--- src/rtl/pcr_pkg.sv ---
package pcr_pkg;
   // register addresses on the special-function bus
   localparam logic [7:0] ADDR_PREDIV = 8'ha9;
   localparam logic [7:0] ADDR_MULT = 8'hb1;
   localparam logic [7:0] ADDR_FILTER = 8'hb2;
   localparam logic [7:0] ADDR_CTRL = 8'hb3;
   // reset values
   localparam logic [7:0] RST_PREDIV = 8'h01;
   localparam logic [7:0] RST_MULT = 8'h01;
   localparam logic [7:0] RST_FILTER = 8'h31;
   localparam logic [7:0] RST_CTRL = 8'h00;
   // control field positions
   localparam int CTRL_BIAS_BIT = 0;
   localparam int CTRL_ENABLE_BIT = 1;
   localparam int CTRL_SOURCE_BIT = 2;
   localparam int CTRL_RSVD_BIT = 3;
   localparam int CTRL_LOCK_BIT = 4;
   // filter field positions and widths
   localparam int FILT_LOOP_LSB = 0;
   localparam int LOOP_FILT_W = 4;
   localparam int FILT_OSC_LSB = 4;
   localparam int OSC_RANGE_W = 2;
   // writable masks
   localparam logic [7:0] MASK_CTRL = 8'h07;
   localparam logic [7:0] MASK_PREDIV = 8'h1f;
   localparam logic [7:0] MASK_FILTER = 8'h3f;
   localparam logic [7:0] MASK_MULT = 8'hff;
   // field widths and zero-code factors
   localparam int PREDIV_W = 5;
   localparam int MULT_W = 8;
   localparam logic [5:0] PREDIV_ZERO_FACTOR = 6'h20;
   localparam logic [8:0] MULT_ZERO_FACTOR = 9'h100;
   // lock sequencer states
   typedef enum logic [2:0] {
      PCR_OFF = 3'b001,
      PCR_ACQUIRE = 3'b010,
      PCR_LOCKED = 3'b100
   } pcr_lock_state_t;
endpackage

--- src/rtl/pcr_cfg_if.sv ---
`timescale 1ns/1ns
`default_nettype none
interface pcr_cfg_if;
   logic loop_run;
   logic analog_lock;
   logic lock_flag;
   modport ctrl (output loop_run, output analog_lock, input lock_flag);
   modport seq (input loop_run, input analog_lock, output lock_flag);
endinterface
`default_nettype wire

--- src/rtl/pcr_lock_seq.sv ---
`timescale 1ns/1ns
`default_nettype none
module pcr_lock_seq (
   // clock and reset
   input wire logic core_clk,
   input wire logic srst,
   // control side
   pcr_cfg_if.seq cfg
);
   pcr_pkg::pcr_lock_state_t state_reg, state_next;

   always_comb begin
      state_next = state_reg;
      unique case (state_reg)
         pcr_pkg::PCR_OFF: begin
            if (cfg.loop_run) begin
               state_next = pcr_pkg::PCR_ACQUIRE;
            end
         end
         pcr_pkg::PCR_ACQUIRE: begin
            if (!cfg.loop_run) begin
               state_next = pcr_pkg::PCR_OFF;
            end else if (cfg.analog_lock) begin
               state_next = pcr_pkg::PCR_LOCKED;
            end
         end
         pcr_pkg::PCR_LOCKED: begin
            if (!cfg.loop_run) begin
               state_next = pcr_pkg::PCR_OFF;
            end else if (!cfg.analog_lock) begin
               state_next = pcr_pkg::PCR_ACQUIRE;
            end
         end
         default: state_next = pcr_pkg::PCR_OFF;
      endcase
   end

   always_ff @(posedge core_clk) begin
      if (srst) begin
         state_reg <= pcr_pkg::PCR_OFF;
      end else begin
         state_reg <= state_next;
      end
   end

   assign cfg.lock_flag = (state_reg == pcr_pkg::PCR_LOCKED) && cfg.loop_run;
endmodule // pcr_lock_seq
`default_nettype wire

--- src/rtl/pcr_regs.sv ---
// Operation
// - control bit 4 reads lock flag, read-only, 1 when locked
// - control bit 3 reserved, reads zero, software writes zero
// - control bit 2 selects reference: 0 internal, 1 external oscillator
// - loop enable 0 holds loop logic in reset
// - control bit 0 gates bias generator; required for operation
// - control bits 7..5 read zero, writes ignored
// - pre-divider low five bits give divide ratio
// - pre-divider zero divides by thirty-two
// - pre-divider bits 7..5 read zero, writes ignored
// - multiplier eight bits give multiplication factor
// - multiplier zero means factor 256
// - filter bits 7..6 read zero, writes ignored
// - output frequency equals reference times multiplier over pre-divider
`timescale 1ns/1ns
`default_nettype none
module pcr_regs #(
   parameter int PREDIV_W = pcr_pkg::PREDIV_W,
   parameter int MULT_W = pcr_pkg::MULT_W
) (
   // clock and reset
   input wire logic core_clk,
   input wire logic srst,
   // special-function register port
   input wire logic [7:0] sfr_addr,
   input wire logic sfr_wr,
   input wire logic [7:0] sfr_wdata,
   input wire logic sfr_rd,
   output logic [7:0] sfr_rdata,
   output logic sfr_hit,
   // analog loop
   input wire logic analog_lock_pin,
   output logic bias_power_enable,
   output logic loop_run,
   output logic reference_source_select,
   output logic [5:0] predivide_factor,
   output logic [8:0] multiplier_factor,
   output logic [1:0] oscillator_range,
   output logic [3:0] loop_filter_range,
   output logic lock_flag
);
   ////////////////////////////////////////////////////////////////////////
   // elaboration checks
   if (PREDIV_W != pcr_pkg::PREDIV_W) begin : g_bad_prediv_w
      $error("pcr_regs: pre-divider width is fixed by the register layout");
   end
   if (MULT_W != pcr_pkg::MULT_W) begin : g_bad_mult_w
      $error("pcr_regs: multiplier width is fixed by the register layout");
   end
   if (int'(pcr_pkg::MASK_PREDIV) != (1 << PREDIV_W) - 1) begin : g_bad_prediv_mask
      $error("pcr_regs: pre-divider mask does not match its width");
   end
   if (int'(pcr_pkg::MASK_MULT) != (1 << MULT_W) - 1) begin : g_bad_mult_mask
      $error("pcr_regs: multiplier mask does not match its width");
   end
   if (int'(pcr_pkg::PREDIV_ZERO_FACTOR) != (1 << PREDIV_W)) begin : g_bad_prediv_zero
      $error("pcr_regs: pre-divider zero factor does not match its width");
   end
   if (int'(pcr_pkg::MULT_ZERO_FACTOR) != (1 << MULT_W)) begin : g_bad_mult_zero
      $error("pcr_regs: multiplier zero factor does not match its width");
   end

   ////////////////////////////////////////////////////////////////////////
   // register storage
   logic [7:0] ctrl_reg;
   logic [7:0] ctrl_next;
   logic [7:0] prediv_reg;
   logic [7:0] prediv_next;
   logic [7:0] mult_reg;
   logic [7:0] mult_next;
   logic [7:0] filter_reg;
   logic [7:0] filter_next;
   // write strobes
   logic wr_ctrl;
   logic wr_prediv;
   logic wr_mult;
   logic wr_filter;
   // lock synchroniser
   logic lock_meta_reg;
   logic lock_meta_next;
   logic lock_sync_reg;
   logic lock_sync_next;
   // read path
   logic [7:0] ctrl_view;
   logic [7:0] prediv_view;
   logic [7:0] mult_view;
   logic [7:0] filter_view;
   logic [7:0] rdata_reg;
   logic [7:0] rdata_next;
   // zero-code factors before trimming
   logic [8:0] prediv_factor_full;
   logic [8:0] mult_factor_full;

   ////////////////////////////////////////////////////////////////////////
   // link to the lock sequencer
   pcr_cfg_if cfg ();

   ////////////////////////////////////////////////////////////////////////
   // helper functions
   function automatic logic addr_match(input logic [7:0] addr, input logic [7:0] target);
      addr_match = (addr == target);
   endfunction

   function automatic logic addr_mapped(input logic [7:0] addr);
      addr_mapped = addr_match(addr, pcr_pkg::ADDR_CTRL)
         || addr_match(addr, pcr_pkg::ADDR_PREDIV)
         || addr_match(addr, pcr_pkg::ADDR_MULT)
         || addr_match(addr, pcr_pkg::ADDR_FILTER);
   endfunction

   function automatic logic [7:0] masked_write(input logic [7:0] v, input logic [7:0] m);
      masked_write = v & m;
   endfunction

   // a zero field selects the full-range factor
   function automatic logic [8:0] zero_code_factor(input logic [7:0] field,
      input logic [8:0] full_range);
      if (field == '0) begin
         zero_code_factor = full_range;
      end else begin
         zero_code_factor = {1'b0, field};
      end
   endfunction

   ////////////////////////////////////////////////////////////////////////
   // write decode
   always_comb begin
      wr_ctrl = sfr_wr && addr_match(sfr_addr, pcr_pkg::ADDR_CTRL);
      wr_prediv = sfr_wr && addr_match(sfr_addr, pcr_pkg::ADDR_PREDIV);
      wr_mult = sfr_wr && addr_match(sfr_addr, pcr_pkg::ADDR_MULT);
      wr_filter = sfr_wr && addr_match(sfr_addr, pcr_pkg::ADDR_FILTER);
   end

   ////////////////////////////////////////////////////////////////////////
   // control register
   always_comb begin
      ctrl_next = ctrl_reg;
      if (wr_ctrl) begin
         ctrl_next = masked_write(sfr_wdata, pcr_pkg::MASK_CTRL);
      end
   end

   always_ff @(posedge core_clk) begin
      if (srst) begin
         ctrl_reg <= pcr_pkg::RST_CTRL;
      end else begin
         ctrl_reg <= ctrl_next;
      end
   end

   ////////////////////////////////////////////////////////////////////////
   // pre-divider register
   always_comb begin
      prediv_next = prediv_reg;
      if (wr_prediv) begin
         prediv_next = masked_write(sfr_wdata, pcr_pkg::MASK_PREDIV);
      end
   end

   always_ff @(posedge core_clk) begin
      if (srst) begin
         prediv_reg <= pcr_pkg::RST_PREDIV;
      end else begin
         prediv_reg <= prediv_next;
      end
   end

   ////////////////////////////////////////////////////////////////////////
   // multiplier register
   always_comb begin
      mult_next = mult_reg;
      if (wr_mult) begin
         mult_next = masked_write(sfr_wdata, pcr_pkg::MASK_MULT);
      end
   end

   always_ff @(posedge core_clk) begin
      if (srst) begin
         mult_reg <= pcr_pkg::RST_MULT;
      end else begin
         mult_reg <= mult_next;
      end
   end

   ////////////////////////////////////////////////////////////////////////
   // filter register
   always_comb begin
      filter_next = filter_reg;
      if (wr_filter) begin
         filter_next = masked_write(sfr_wdata, pcr_pkg::MASK_FILTER);
      end
   end

   always_ff @(posedge core_clk) begin
      if (srst) begin
         filter_reg <= pcr_pkg::RST_FILTER;
      end else begin
         filter_reg <= filter_next;
      end
   end

   ////////////////////////////////////////////////////////////////////////
   // lock input synchroniser
   always_comb begin
      lock_meta_next = analog_lock_pin;
      lock_sync_next = lock_meta_reg;
   end

   always_ff @(posedge core_clk) begin
      if (srst) begin
         lock_meta_reg <= 1'b0;
         lock_sync_reg <= 1'b0;
      end else begin
         lock_meta_reg <= lock_meta_next;
         lock_sync_reg <= lock_sync_next;
      end
   end

   ////////////////////////////////////////////////////////////////////////
   // read data
   always_comb begin
      ctrl_view = ctrl_reg & pcr_pkg::MASK_CTRL;
      ctrl_view[pcr_pkg::CTRL_RSVD_BIT] = 1'b0;
      ctrl_view[pcr_pkg::CTRL_LOCK_BIT] = cfg.lock_flag;
      prediv_view = prediv_reg & pcr_pkg::MASK_PREDIV;
      mult_view = mult_reg & pcr_pkg::MASK_MULT;
      filter_view = filter_reg & pcr_pkg::MASK_FILTER;
   end

   always_comb begin
      rdata_next = rdata_reg;
      if (sfr_rd) begin
         unique case (sfr_addr)
            pcr_pkg::ADDR_CTRL: begin
               rdata_next = ctrl_view;
            end
            pcr_pkg::ADDR_PREDIV: begin
               rdata_next = prediv_view;
            end
            pcr_pkg::ADDR_MULT: begin
               rdata_next = mult_view;
            end
            pcr_pkg::ADDR_FILTER: begin
               rdata_next = filter_view;
            end
            default: begin
               rdata_next = '0;
            end
         endcase
      end
   end

   always_ff @(posedge core_clk) begin
      if (srst) begin
         rdata_reg <= '0;
      end else begin
         rdata_reg <= rdata_next;
      end
   end

   ////////////////////////////////////////////////////////////////////////
   // register port outputs
   assign sfr_rdata = rdata_reg;
   assign sfr_hit = addr_mapped(sfr_addr);

   ////////////////////////////////////////////////////////////////////////
   // loop control outputs
   assign bias_power_enable = ctrl_reg[pcr_pkg::CTRL_BIAS_BIT];
   assign reference_source_select = ctrl_reg[pcr_pkg::CTRL_SOURCE_BIT];
   // bias must be on as well, so enable alone keeps the loop in reset
   assign loop_run = ctrl_reg[pcr_pkg::CTRL_ENABLE_BIT]
      && ctrl_reg[pcr_pkg::CTRL_BIAS_BIT];

   ////////////////////////////////////////////////////////////////////////
   // divide and multiply factors
   assign prediv_factor_full = zero_code_factor(prediv_view,
      {3'h0, pcr_pkg::PREDIV_ZERO_FACTOR});
   assign mult_factor_full = zero_code_factor(mult_view,
      pcr_pkg::MULT_ZERO_FACTOR);
   assign predivide_factor = prediv_factor_full[PREDIV_W:0];
   assign multiplier_factor = mult_factor_full[MULT_W:0];

   ////////////////////////////////////////////////////////////////////////
   // filter range outputs
   assign oscillator_range = filter_reg[pcr_pkg::FILT_OSC_LSB +: pcr_pkg::OSC_RANGE_W];
   assign loop_filter_range = filter_reg[pcr_pkg::FILT_LOOP_LSB +: pcr_pkg::LOOP_FILT_W];

   ////////////////////////////////////////////////////////////////////////
   // lock sequencer
   assign cfg.loop_run = loop_run;
   assign cfg.analog_lock = lock_sync_reg;
   assign lock_flag = cfg.lock_flag;

   pcr_lock_seq u_lock_seq (
      .core_clk(core_clk),
      .srst(srst),
      .cfg(cfg)
   );
endmodule // pcr_regs
`default_nettype wire

--- config.mk ---
export PLATFORM = sky130hd
export DESIGN_NAME = pcr_regs
export DESIGN_NICKNAME = d
export VERILOG_FILES = /design/src/rtl/pcr_pkg.sv /design/src/rtl/pcr_cfg_if.sv /design/src/rtl/pcr_lock_seq.sv /design/src/rtl/pcr_regs.sv
export SDC_FILE = /design/constraint.sdc
export NUM_CORES = 1
export LEC_CHECK = 0
export BUFFER_PORTS_ARGS = -buffer_cell sky130_fd_sc_hd__buf_2
export CORE_MARGIN = 8
export CORE_UTILIZATION = 35
export CTS_CLUSTER_DIAMETER = 30
export DETAILED_ROUTE_END_ITERATION = 16
export PLACE_DENSITY = 0.6
export SYNTH_ARGS = -nofsm -noshare
export SYNTH_HDL_FRONTEND = slang
export SYNTH_SLANG_ARGS = --single-unit
--- constraint.sdc ---
create_clock -name core_clk -period 1.3 [get_ports core_clk]
set_clock_uncertainty 0.05 [all_clocks]
set_input_delay 0.065 -clock core_clk [delete_from_list [all_inputs] [get_ports core_clk]]
set_output_delay 0.065 -clock core_clk [all_outputs]
set_load 0.1 [all_outputs]
Word level (Yosys, flattened, before mapping)
Index checks and enable logic that the tools add are counted.
Word-level totals
  bits in registers: 35
  input bits: 21
  output and inout bits: 34
Operators by class
  mux-type cells: 9
  reduce and logical (&&, ||, !) cells: 12
  equality and inequality tests: 10
Operator list (count)
  8-bit == test (second input constant): 4
  8-bit one-hot mux with 4 select lines: 1
  8-bit logical NOT: 2
  3-bit two-way mux: 5
  9-bit two-way mux: 1
  3-bit one-hot mux with 3 select lines: 1
  1-bit logical AND: 6
  6-bit two-way mux: 1
  3-bit inequality test (second input constant): 2
  3-bit by 1-bit == test with 1-bit output (second input constant): 1
  3-bit by 2-bit == test with 1-bit output (second input constant): 1
  3-bit == test (second input constant): 1
  1-bit logical OR: 3
  3-bit AND reduction: 1
  2-bit by 1-bit inequality test with 1-bit output (second input constant): 1

Longest topological paths before layout
Gate-level depths: netlist (run 1).
  depth after elaboration: 4
  mapped depth: 6
  gate-level depth less buffers: 4

By module
From an unflattened synthesis (run 1), not the netlist that was laid out.
Unflattened totals
  cells, all modules: 175
  area, all modules: 1674.1 µm²
Modules (own cells, without submodules)
  pcr_regs: seq. area each 640.6 µm², instances 1, area each 1516.5 µm², cells each 160
  pcr_lock_seq: seq. area each 60.1 µm², instances 1, area each 157.7 µm², cells each 15

Least setup slack after synthesis (run 1)
No wires, ideal clock.
  kind: reg-to-output
  start: register ctrl_reg[0]
  end: output lock_flag
  data arrival time: 2481 ps
  buffers on the path: 0
  stages on the path, launching flop included: 3
  setup slack: -1296 ps
  cells stage by stage: dfxtp_1 -> nand2_1 -> nor2_1
On the way
  word-level cells in the longest chain between the ends: 2
Ends and longest elaborated chain
  start, declared: line pcr_regs.sv:65  | logic [7:0] ctrl_reg;
  start signal, assigned: line pcr_regs.sv:145  | ctrl_reg <= pcr_pkg::RST_CTRL;
  start signal, assigned: line pcr_regs.sv:147  | ctrl_reg <= ctrl_next;
  1-bit logical AND: line pcr_regs.sv:272  | && ctrl_reg[pcr_pkg::CTRL_BIAS_BIT];
  1-bit logical AND: line pcr_lock_seq.sv:46  | assign cfg.lock_flag = (state_reg == pcr_pkg::PCR_LOCKED) && cfg.loop_run;
  end, declared: line pcr_regs.sv:40  | output logic lock_flag
No other way between the ends.

Final worst setup path (run 1)
  start: register mult_reg[0]
  end: output multiplier_factor[8]
On the way
  word-level cells in the longest chain between the ends: 2
Ends and longest elaborated chain
  start, declared: line pcr_regs.sv:69  | logic [7:0] mult_reg;
  start signal, assigned: line pcr_regs.sv:179  | mult_reg <= pcr_pkg::RST_MULT;
  start signal, assigned: line pcr_regs.sv:181  | mult_reg <= mult_next;
  8-bit logical NOT: line pcr_regs.sv:118  | if (field == '0) begin
  9-bit two-way mux: line pcr_regs.sv:118
  end, declared: line pcr_regs.sv:37  | output logic [8:0] multiplier_factor,
No other way between the ends.

==> results of run 1 <==
area by class of cell:
cell class	count	area, sq um
Multi-Input combinational cell	123	943
Clock buffer	8	100
Tap cell	54	67.6
Fill cell	459	2040
Sequential cell	35	726
Inverter	6	26.3
Timing Repair Buffer	89	757
cells in the mapped netlist (2+ instances only):
master / n / share of area, %
and2_1: 3 / 1.1
dfxtp_1: 35 / 42
nor2_1: 23 / 5.2
nand2b_1: 3 / 1.1
nand2_1: 9 / 2.0
nand3_2: 2 / 1.2
mux2i_1: 14 / 8.4
inv_1: 6 / 1.3
a211o_1: 5 / 2.6
a22oi_1: 4 / 1.8
or4_1: 3 / 1.3
nand3_1: 11 / 3.3
nand3b_1: 2 / 0.90
a21oi_1: 10 / 3.0
and4bb_2: 2 / 1.5
buf_4: 2 / 0.90
clkbuf_1: 16 / 3.6
o22ai_1: 5 / 1.9
a22o_1: 5 / 2.6
o21ai_0: 2 / 0.60
buf_1: 2 / 0.45
nor2b_1: 4 / 1.5
layer usage:
layer	vias up	track usage, %	part of all wire, %
met3	2	3.86	6.2
met5	-	0	0
li1	795	-	-
met4	0	5.34	1.1
met2	49	22.7	47
met1	748	16.7	45
power breakdown:
part	leakage [nW]	internal, W	switching, W
Combinational	0.786	0.0000836	0.000114
Clock	0.0515	0.000483	0.000368
Sequential	0.287	0.00108	0.00000273
Total	1.12	0.00164	0.000485
kinds of logic after synthesis:
family / count (synthesis) / synth area share [%]
compound gates: 36 / 15.1
xor+xnor: 2 / 1.05
buf+inv: 28 / 7.27
flops: 35 / 41.9
mux: 14 / 8.39
simple gates: 71 / 26.3
per-stage QoR:
| step | utilization (%) | total power [W] | TNS, ps | instances | setup WS [ps] |
|---|---|---|---|---|---|
| after global routing | 56.2 | 0.00223 | -1110 | 315 | -315 |
| after global placement | 50.8 | 0.00128 | -681 | 299 | -111 |
| after CTS | 54.7 | 0.00215 | -704 | 314 | -285 |
| after detailed placement | 50.8 | 0.00128 | -1000 | 299 | -153 |
| final | 56.2 | 0.00213 | -764 | 315 | -280 |
| after floorplan | - | 0.00120 | -463 | 186 | -168 |
worst max-delay path by stage:
stage / start / to / depth (start not counted)
floorplan: mult_reg[7] / multiplier_factor[8] / 2
global placement: sfr_addr[2] / ctrl_reg[1] / 5
detailed placement: sfr_addr[2] / ctrl_reg[1] / 5
CTS: mult_reg[4] / multiplier_factor[8] / 3
global route: mult_reg[0] / multiplier_factor[8] / 3
finish: mult_reg[0] / multiplier_factor[8] / 3
worst reg2reg max path, delay by kind of cell, from the launching register on:
kind / cells / cell delay [ps]
compound gates: 3 / 390
simple gates: 1 / 410
flops: 1 / 320
buf+inv: 1 / 140
what timing repair did:
action / 4_1_cts / 5_1_grt
hold buffers: 5 / 0
hold endpoints to repair: 5 / 0
setup endpoints to repair: 5 / 11
gates resized for setup: 6 / 17
pin swaps: 9 / 11
buffers inserted: 2 / 1
==> results.sh, run 1 <==
export IMPL_area_delta_synth_final_pct=56.9
export IMPL_die_x_um=85.1
export IMPL_placed_area_sq_um=2370
export IMPL_post_drt_wl_per_cell_um=15.7
export IMPL_viasPerCell=5.06
export IMPL_mean_area_per_synthesized_cell_sq_um=8.98
export IMPL_setup_worst_path_start_class="flip-flop"
export IMPL_clk_path_buf_depth=2
export IMPL_vdd_ir_drop_max_mv=0.754
export IMPL_yosysSeqAreaShare_pct=41.9
export IMPL_syn_instance_count=186
export IMPL_dieHeight_um=85.1
export IMPL_rr_endpoint="sfr_rdata[4]"
export IMPL_track_usage_pct=13.9
export IMPL_postSynth_topFlopCell="dfxtp_1"
export IMPL_post_route_worst_setup_slack_ps=-280
export IMPL_worst_ep_required_time_ps=1190
export IMPL_row_count=25
export IMPL_setup_violations_final=6
export IMPL_slew_violations=0
export IMPL_timing_final_crit_period_ps=1580
export IMPL_grt_setup_unrepaired="true"
export IMPL_root_buffer_cell="clkbuf_8"
export IMPL_hpwl_mm=3.78
export IMPL_max_clk_rate_ghz=0.633
export IMPL_gp_routability_congestion=0.805
export IMPL_n_antenna_cell=0
export IMPL_layout_common_cells="buf_2, buf_4, nor2_1, dfxtp_1, dfxtp_2"
export IMPL_synth_enable_flop_cells=0
export IMPL_maxSlewHeadroom_pct=67.5
export IMPL_numCtsBuffers=5
export IMPL_cp_data_arrival_time_ps=1470
export IMPL_grt_max_degree=18
export IMPL_destination_of_the_worst_hold_path="mult_reg[3]"
export IMPL_postSynthNetCount=207
export IMPL_power_density_nw_per_um2=812
export IMPL_worstReg2RegStart="u_lock_seq.state_reg[1]"
export IMPL_netlist_area_sq_um=1670
export IMPL_core_region_area_sq_um=4660
export IMPL_hold_viol_final=0
export IMPL_die_area_sq_um=7240
export IMPL_worst_hold_path_num_cells=3
export IMPL_ff2ff_path_depth=5
export IMPL_outcome="complete, but fails checks"
export IMPL_worstSkewPairLatency_ps=280
export IMPL_vias=1594
export IMPL_synth_async_reset_ratio_pct=0
export IMPL_cts_sink_count=35
export IMPL_leakage_power_nw=1.12
export IMPL_layout_cells_most_common="buf_2"
export IMPL_postSynthRegisterBits=35
export IMPL_worst_pin_slew_ps=492
export IMPL_cap_viol_max_count=0
export IMPL_final_net_count=281
export IMPL_hold_class="in -> reg"
export IMPL_input_output_buffers=54
export IMPL_drt_antenna_violating_nets=0
export IMPL_remaining_drc_errors=0
export IMPL_drive_above_1_share_pct=51.0
export IMPL_critical_path_top_delay_family="simple AND/OR/NAND/NOR gates"
export IMPL_fin_area_sq_um=2620
export IMPL_htree_num_levels=2
export IMPL_worst_path_max_delay_cell="or4_4"
export IMPL_detail_route_iter0_violations=86
export IMPL_fin_crit_sh_pct=122
export IMPL_timing_worst_setup_path_type="reg -> out"
export IMPL_violations_in_the_final_reports="negative setup slack"
export IMPL_detailedRoute_firstPassIterationCount=6
export IMPL_post_synth_num_cell_types=40
export IMPL_critical_path_max_stage_delay_ps=550
export IMPL_clock_tree_from_tritoncts="done"
export IMPL_crit_buf_inv=1
export IMPL_hold_path_startpoint="sfr_wdata[3]"
export IMPL_worstSetupEndpointType="output pin"
export IMPL_antenna_found_initial=0
export IMPL_critical_path_cell_by_cell="or4_4 > nor2_4 > buf_12"
export IMPL_first_pass_grt_wire_length_mm=8.04
export IMPL_drt_total_wl_mm=4.94
export IMPL_floorplan_initialDensity_pct=35.8
export IMPL_global_route_overflow_total=0
export IMPL_rrSetupSlack_ps=-60
export IMPL_worstPathMaxFanout=2
export IMPL_floorplan_io_pins=55
export IMPL_yosys_warnings=0
export IMPL_first_global_vias=1584
export IMPL_finalHoldWorstSlack_ps=14.8
export IMPL_clk_pin_slew_ps=70
(Power assumes the default switching activity.)
==> run 2: changes to the inputs <==
CORE_UTILIZATION = 43   (was 35)
PLACE_DENSITY = 0.71   (was 0.6)
TNS_END_PERCENT = 5   (was not set)
==> results.sh, run 2 (synthesized netlist as in run 1, its figures left out) <==
export IMPL_outcome="complete, but fails checks"
export IMPL_violations_in_the_final_reports="negative setup slack"
export IMPL_rr_endpoint="sfr_rdata[3]"
export IMPL_first_pass_grt_wire_length_mm=8.11
export IMPL_hold_viol_final=0
export IMPL_worst_ep_required_time_ps=1190
export IMPL_hold_class="in -> reg"
export IMPL_cap_viol_max_count=0
export IMPL_clk_path_buf_depth=2
export IMPL_fillers=275
export IMPL_setup_worst_path_start="mult_reg[0]"
export IMPL_input_output_buffers=54
export IMPL_worstSetupEndpoint="multiplier_factor[8]"
export IMPL_cell_count_along_the_critical_path=3
export IMPL_post_drt_wl_per_cell_um=16.3
export IMPL_totalPowerFinal_w=0.00229
export IMPL_worstReg2RegStart="prediv_reg[3]"
export IMPL_worst_path_max_delay_cell="or4_4"
export IMPL_hpwl_mm=3.69
export IMPL_rrSetupSlack_ps=-150
export IMPL_viasPerCell=5.21
export IMPL_placed_area_sq_um=2340
export IMPL_utilization_pct=70.9
export IMPL_maxSlewHeadroom_pct=66.8
export IMPL_timing_worst_setup_path_type="reg -> out"
export IMPL_worstPathMaxFanout=2
export IMPL_first_global_vias=1660
export IMPL_detailedRoute_firstPassIterationCount=4
export IMPL_htree_num_levels=2
export IMPL_worstSetupEndpointType="output pin"
export IMPL_clock_tree_from_tritoncts="done"
export IMPL_die_x_um=78.3
export IMPL_max_clk_rate_ghz=0.624
export IMPL_worst_pin_slew_ps=502
export IMPL_track_usage_pct=16.5
export IMPL_clk_pin_slew_ps=80
export IMPL_critical_path_cell_by_cell="or4_4 > nor2_4 > buf_12"
export IMPL_grt_max_degree=22
export IMPL_layout_cells_most_common="buf_2"
export IMPL_n_antenna_cell=0
export IMPL_remaining_drc_errors=0
export IMPL_drt_total_wl_mm=5.12
export IMPL_slew_violations=0
export IMPL_drt_antenna_violating_nets=0
export IMPL_vdd_ir_drop_max_mv=0.856
export IMPL_area_delta_synth_final_pct=56.6
export IMPL_critical_path_top_delay_family="simple AND/OR/NAND/NOR gates"
export IMPL_fin_crit_sh_pct=123
export IMPL_die_area_sq_um=6130
export IMPL_crit_buf_inv=1
export IMPL_setup_violations_final=5
export IMPL_timing_final_crit_period_ps=1600
export IMPL_setup_worst_path_start_class="flip-flop"
export IMPL_gp_routability_congestion=0.809
export IMPL_drive_above_1_share_pct=46.8
export IMPL_power_density_nw_per_um2=877
export IMPL_numCtsBuffers=5
export IMPL_fin_area_sq_um=2620
export IMPL_root_buffer_cell="clkbuf_8"
export IMPL_leakage_power_nw=1.15
export IMPL_global_route_overflow_total=0
export IMPL_final_seq_area_sq_um=712
export IMPL_post_route_worst_setup_slack_ps=-302
export IMPL_dieHeight_um=78.3
export IMPL_detail_route_iter0_violations=126
export IMPL_grt_setup_unrepaired="true"
export IMPL_worstSkewPairLatency_ps=290
export IMPL_cts_sink_count=35
export IMPL_row_count=22
export IMPL_antenna_found_initial=0
export IMPL_vias=1641
export IMPL_final_net_count=287
export IMPL_area_taken_by_multi_input_logic_gates_sq_um=930
export IMPL_floorplan_io_pins=55
export IMPL_ff2ff_path_depth=5
export IMPL_layout_common_cells="buf_2, buf_4, dfxtp_1, nor2_1, mux2i_1"
export IMPL_critical_path_max_stage_delay_ps=550
export IMPL_cp_data_arrival_time_ps=1490
export IMPL_floorplan_initialDensity_pct=45.3
export IMPL_core_region_area_sq_um=3690
-- run 2: cell count changes in the layout (fill, tap and decap cells not counted), sizes merged --
cell         delta
buf             +2
clkbuf          +1
clkinv          +1
bufinv          +1
dlygate4sd3     +1
-- run 2: metal layers --
metal	vias up	track usage, %	wire [um]
li1	812	-	-
met1	768	19.1	2220
met2	51	26.8	2510
met3	10	5.47	273
met4	0	8.15	121
met5	-	0	0
-- run 2: worst min-delay path by stage --
stage                     slack, ps                 endpoint  cells past startpoint             from
final                            10              mult_reg[1]                      3     sfr_wdata[1]
after global routing             30              mult_reg[1]                      3     sfr_wdata[1]
after CTS                        10              mult_reg[1]                      3     sfr_wdata[1]
after detailed placement        230            lock_meta_reg                      2  analog_lock_pin
after global placement          220            lock_meta_reg                      2  analog_lock_pin
after floorplan                 120  u_lock_seq.state_reg[0]                      2             srst
-- run 2: through the flow --
stage / cells / hold slack [ps] / worst slack, ps / setup TNS [ps]
CTS: 315 / 12.1 / -304 / -908
finish: 315 / 13.1 / -302 / -970
detailed placement: 299 / 233 / -111 / -852
global route: 315 / 28.7 / -324 / -1160
floorplan: 186 / 122 / -198 / -1650
global placement: 299 / 222 / -78.5 / -540
-- run 2: cell type report --
| class | count | area share, % |
|---|---|---|
| multi-input cells | 123 | 35.5 |
| repair buffers | 95 | 29.5 |
| flip-flops and latches | 35 | 27.2 |
| clock buffers | 6 | 3.16 |
| well taps | 48 | 2.30 |
| clock inverters | 2 | 1.34 |
| inverters | 6 | 1.00 |
-- run 2: worst register-to-register path: stages (launching register included) --
cell and delay [ps]:
dfxtp_2 350, buf_4 110, nand3b_1 140, a2111oi_4 400
a41oi_1 80, a211oi_1 230
-- run 2: repair_timing --
| item | in CTS | in global routing |
|---|---|---|
| endpoints found under the setup margin | 9 | 14 |
| pin swaps | 6 | 2 |
| resized for setup | 15 | 10 |
| endpoints found under the hold margin | 7 | 0 |
| hold buffers | 6 | 0 |
| buffers inserted | 2 | 0 |
-- run 2: power breakdown --
group          internal (W)  total [W]  switching, W  leakage, nW
Combinational     0.0000895   0.000205      0.000116        0.809
Clock              0.000620    0.00101      0.000391       0.0612
Sequential          0.00107    0.00108    0.00000296        0.285
Total               0.00178    0.00229      0.000509         1.15
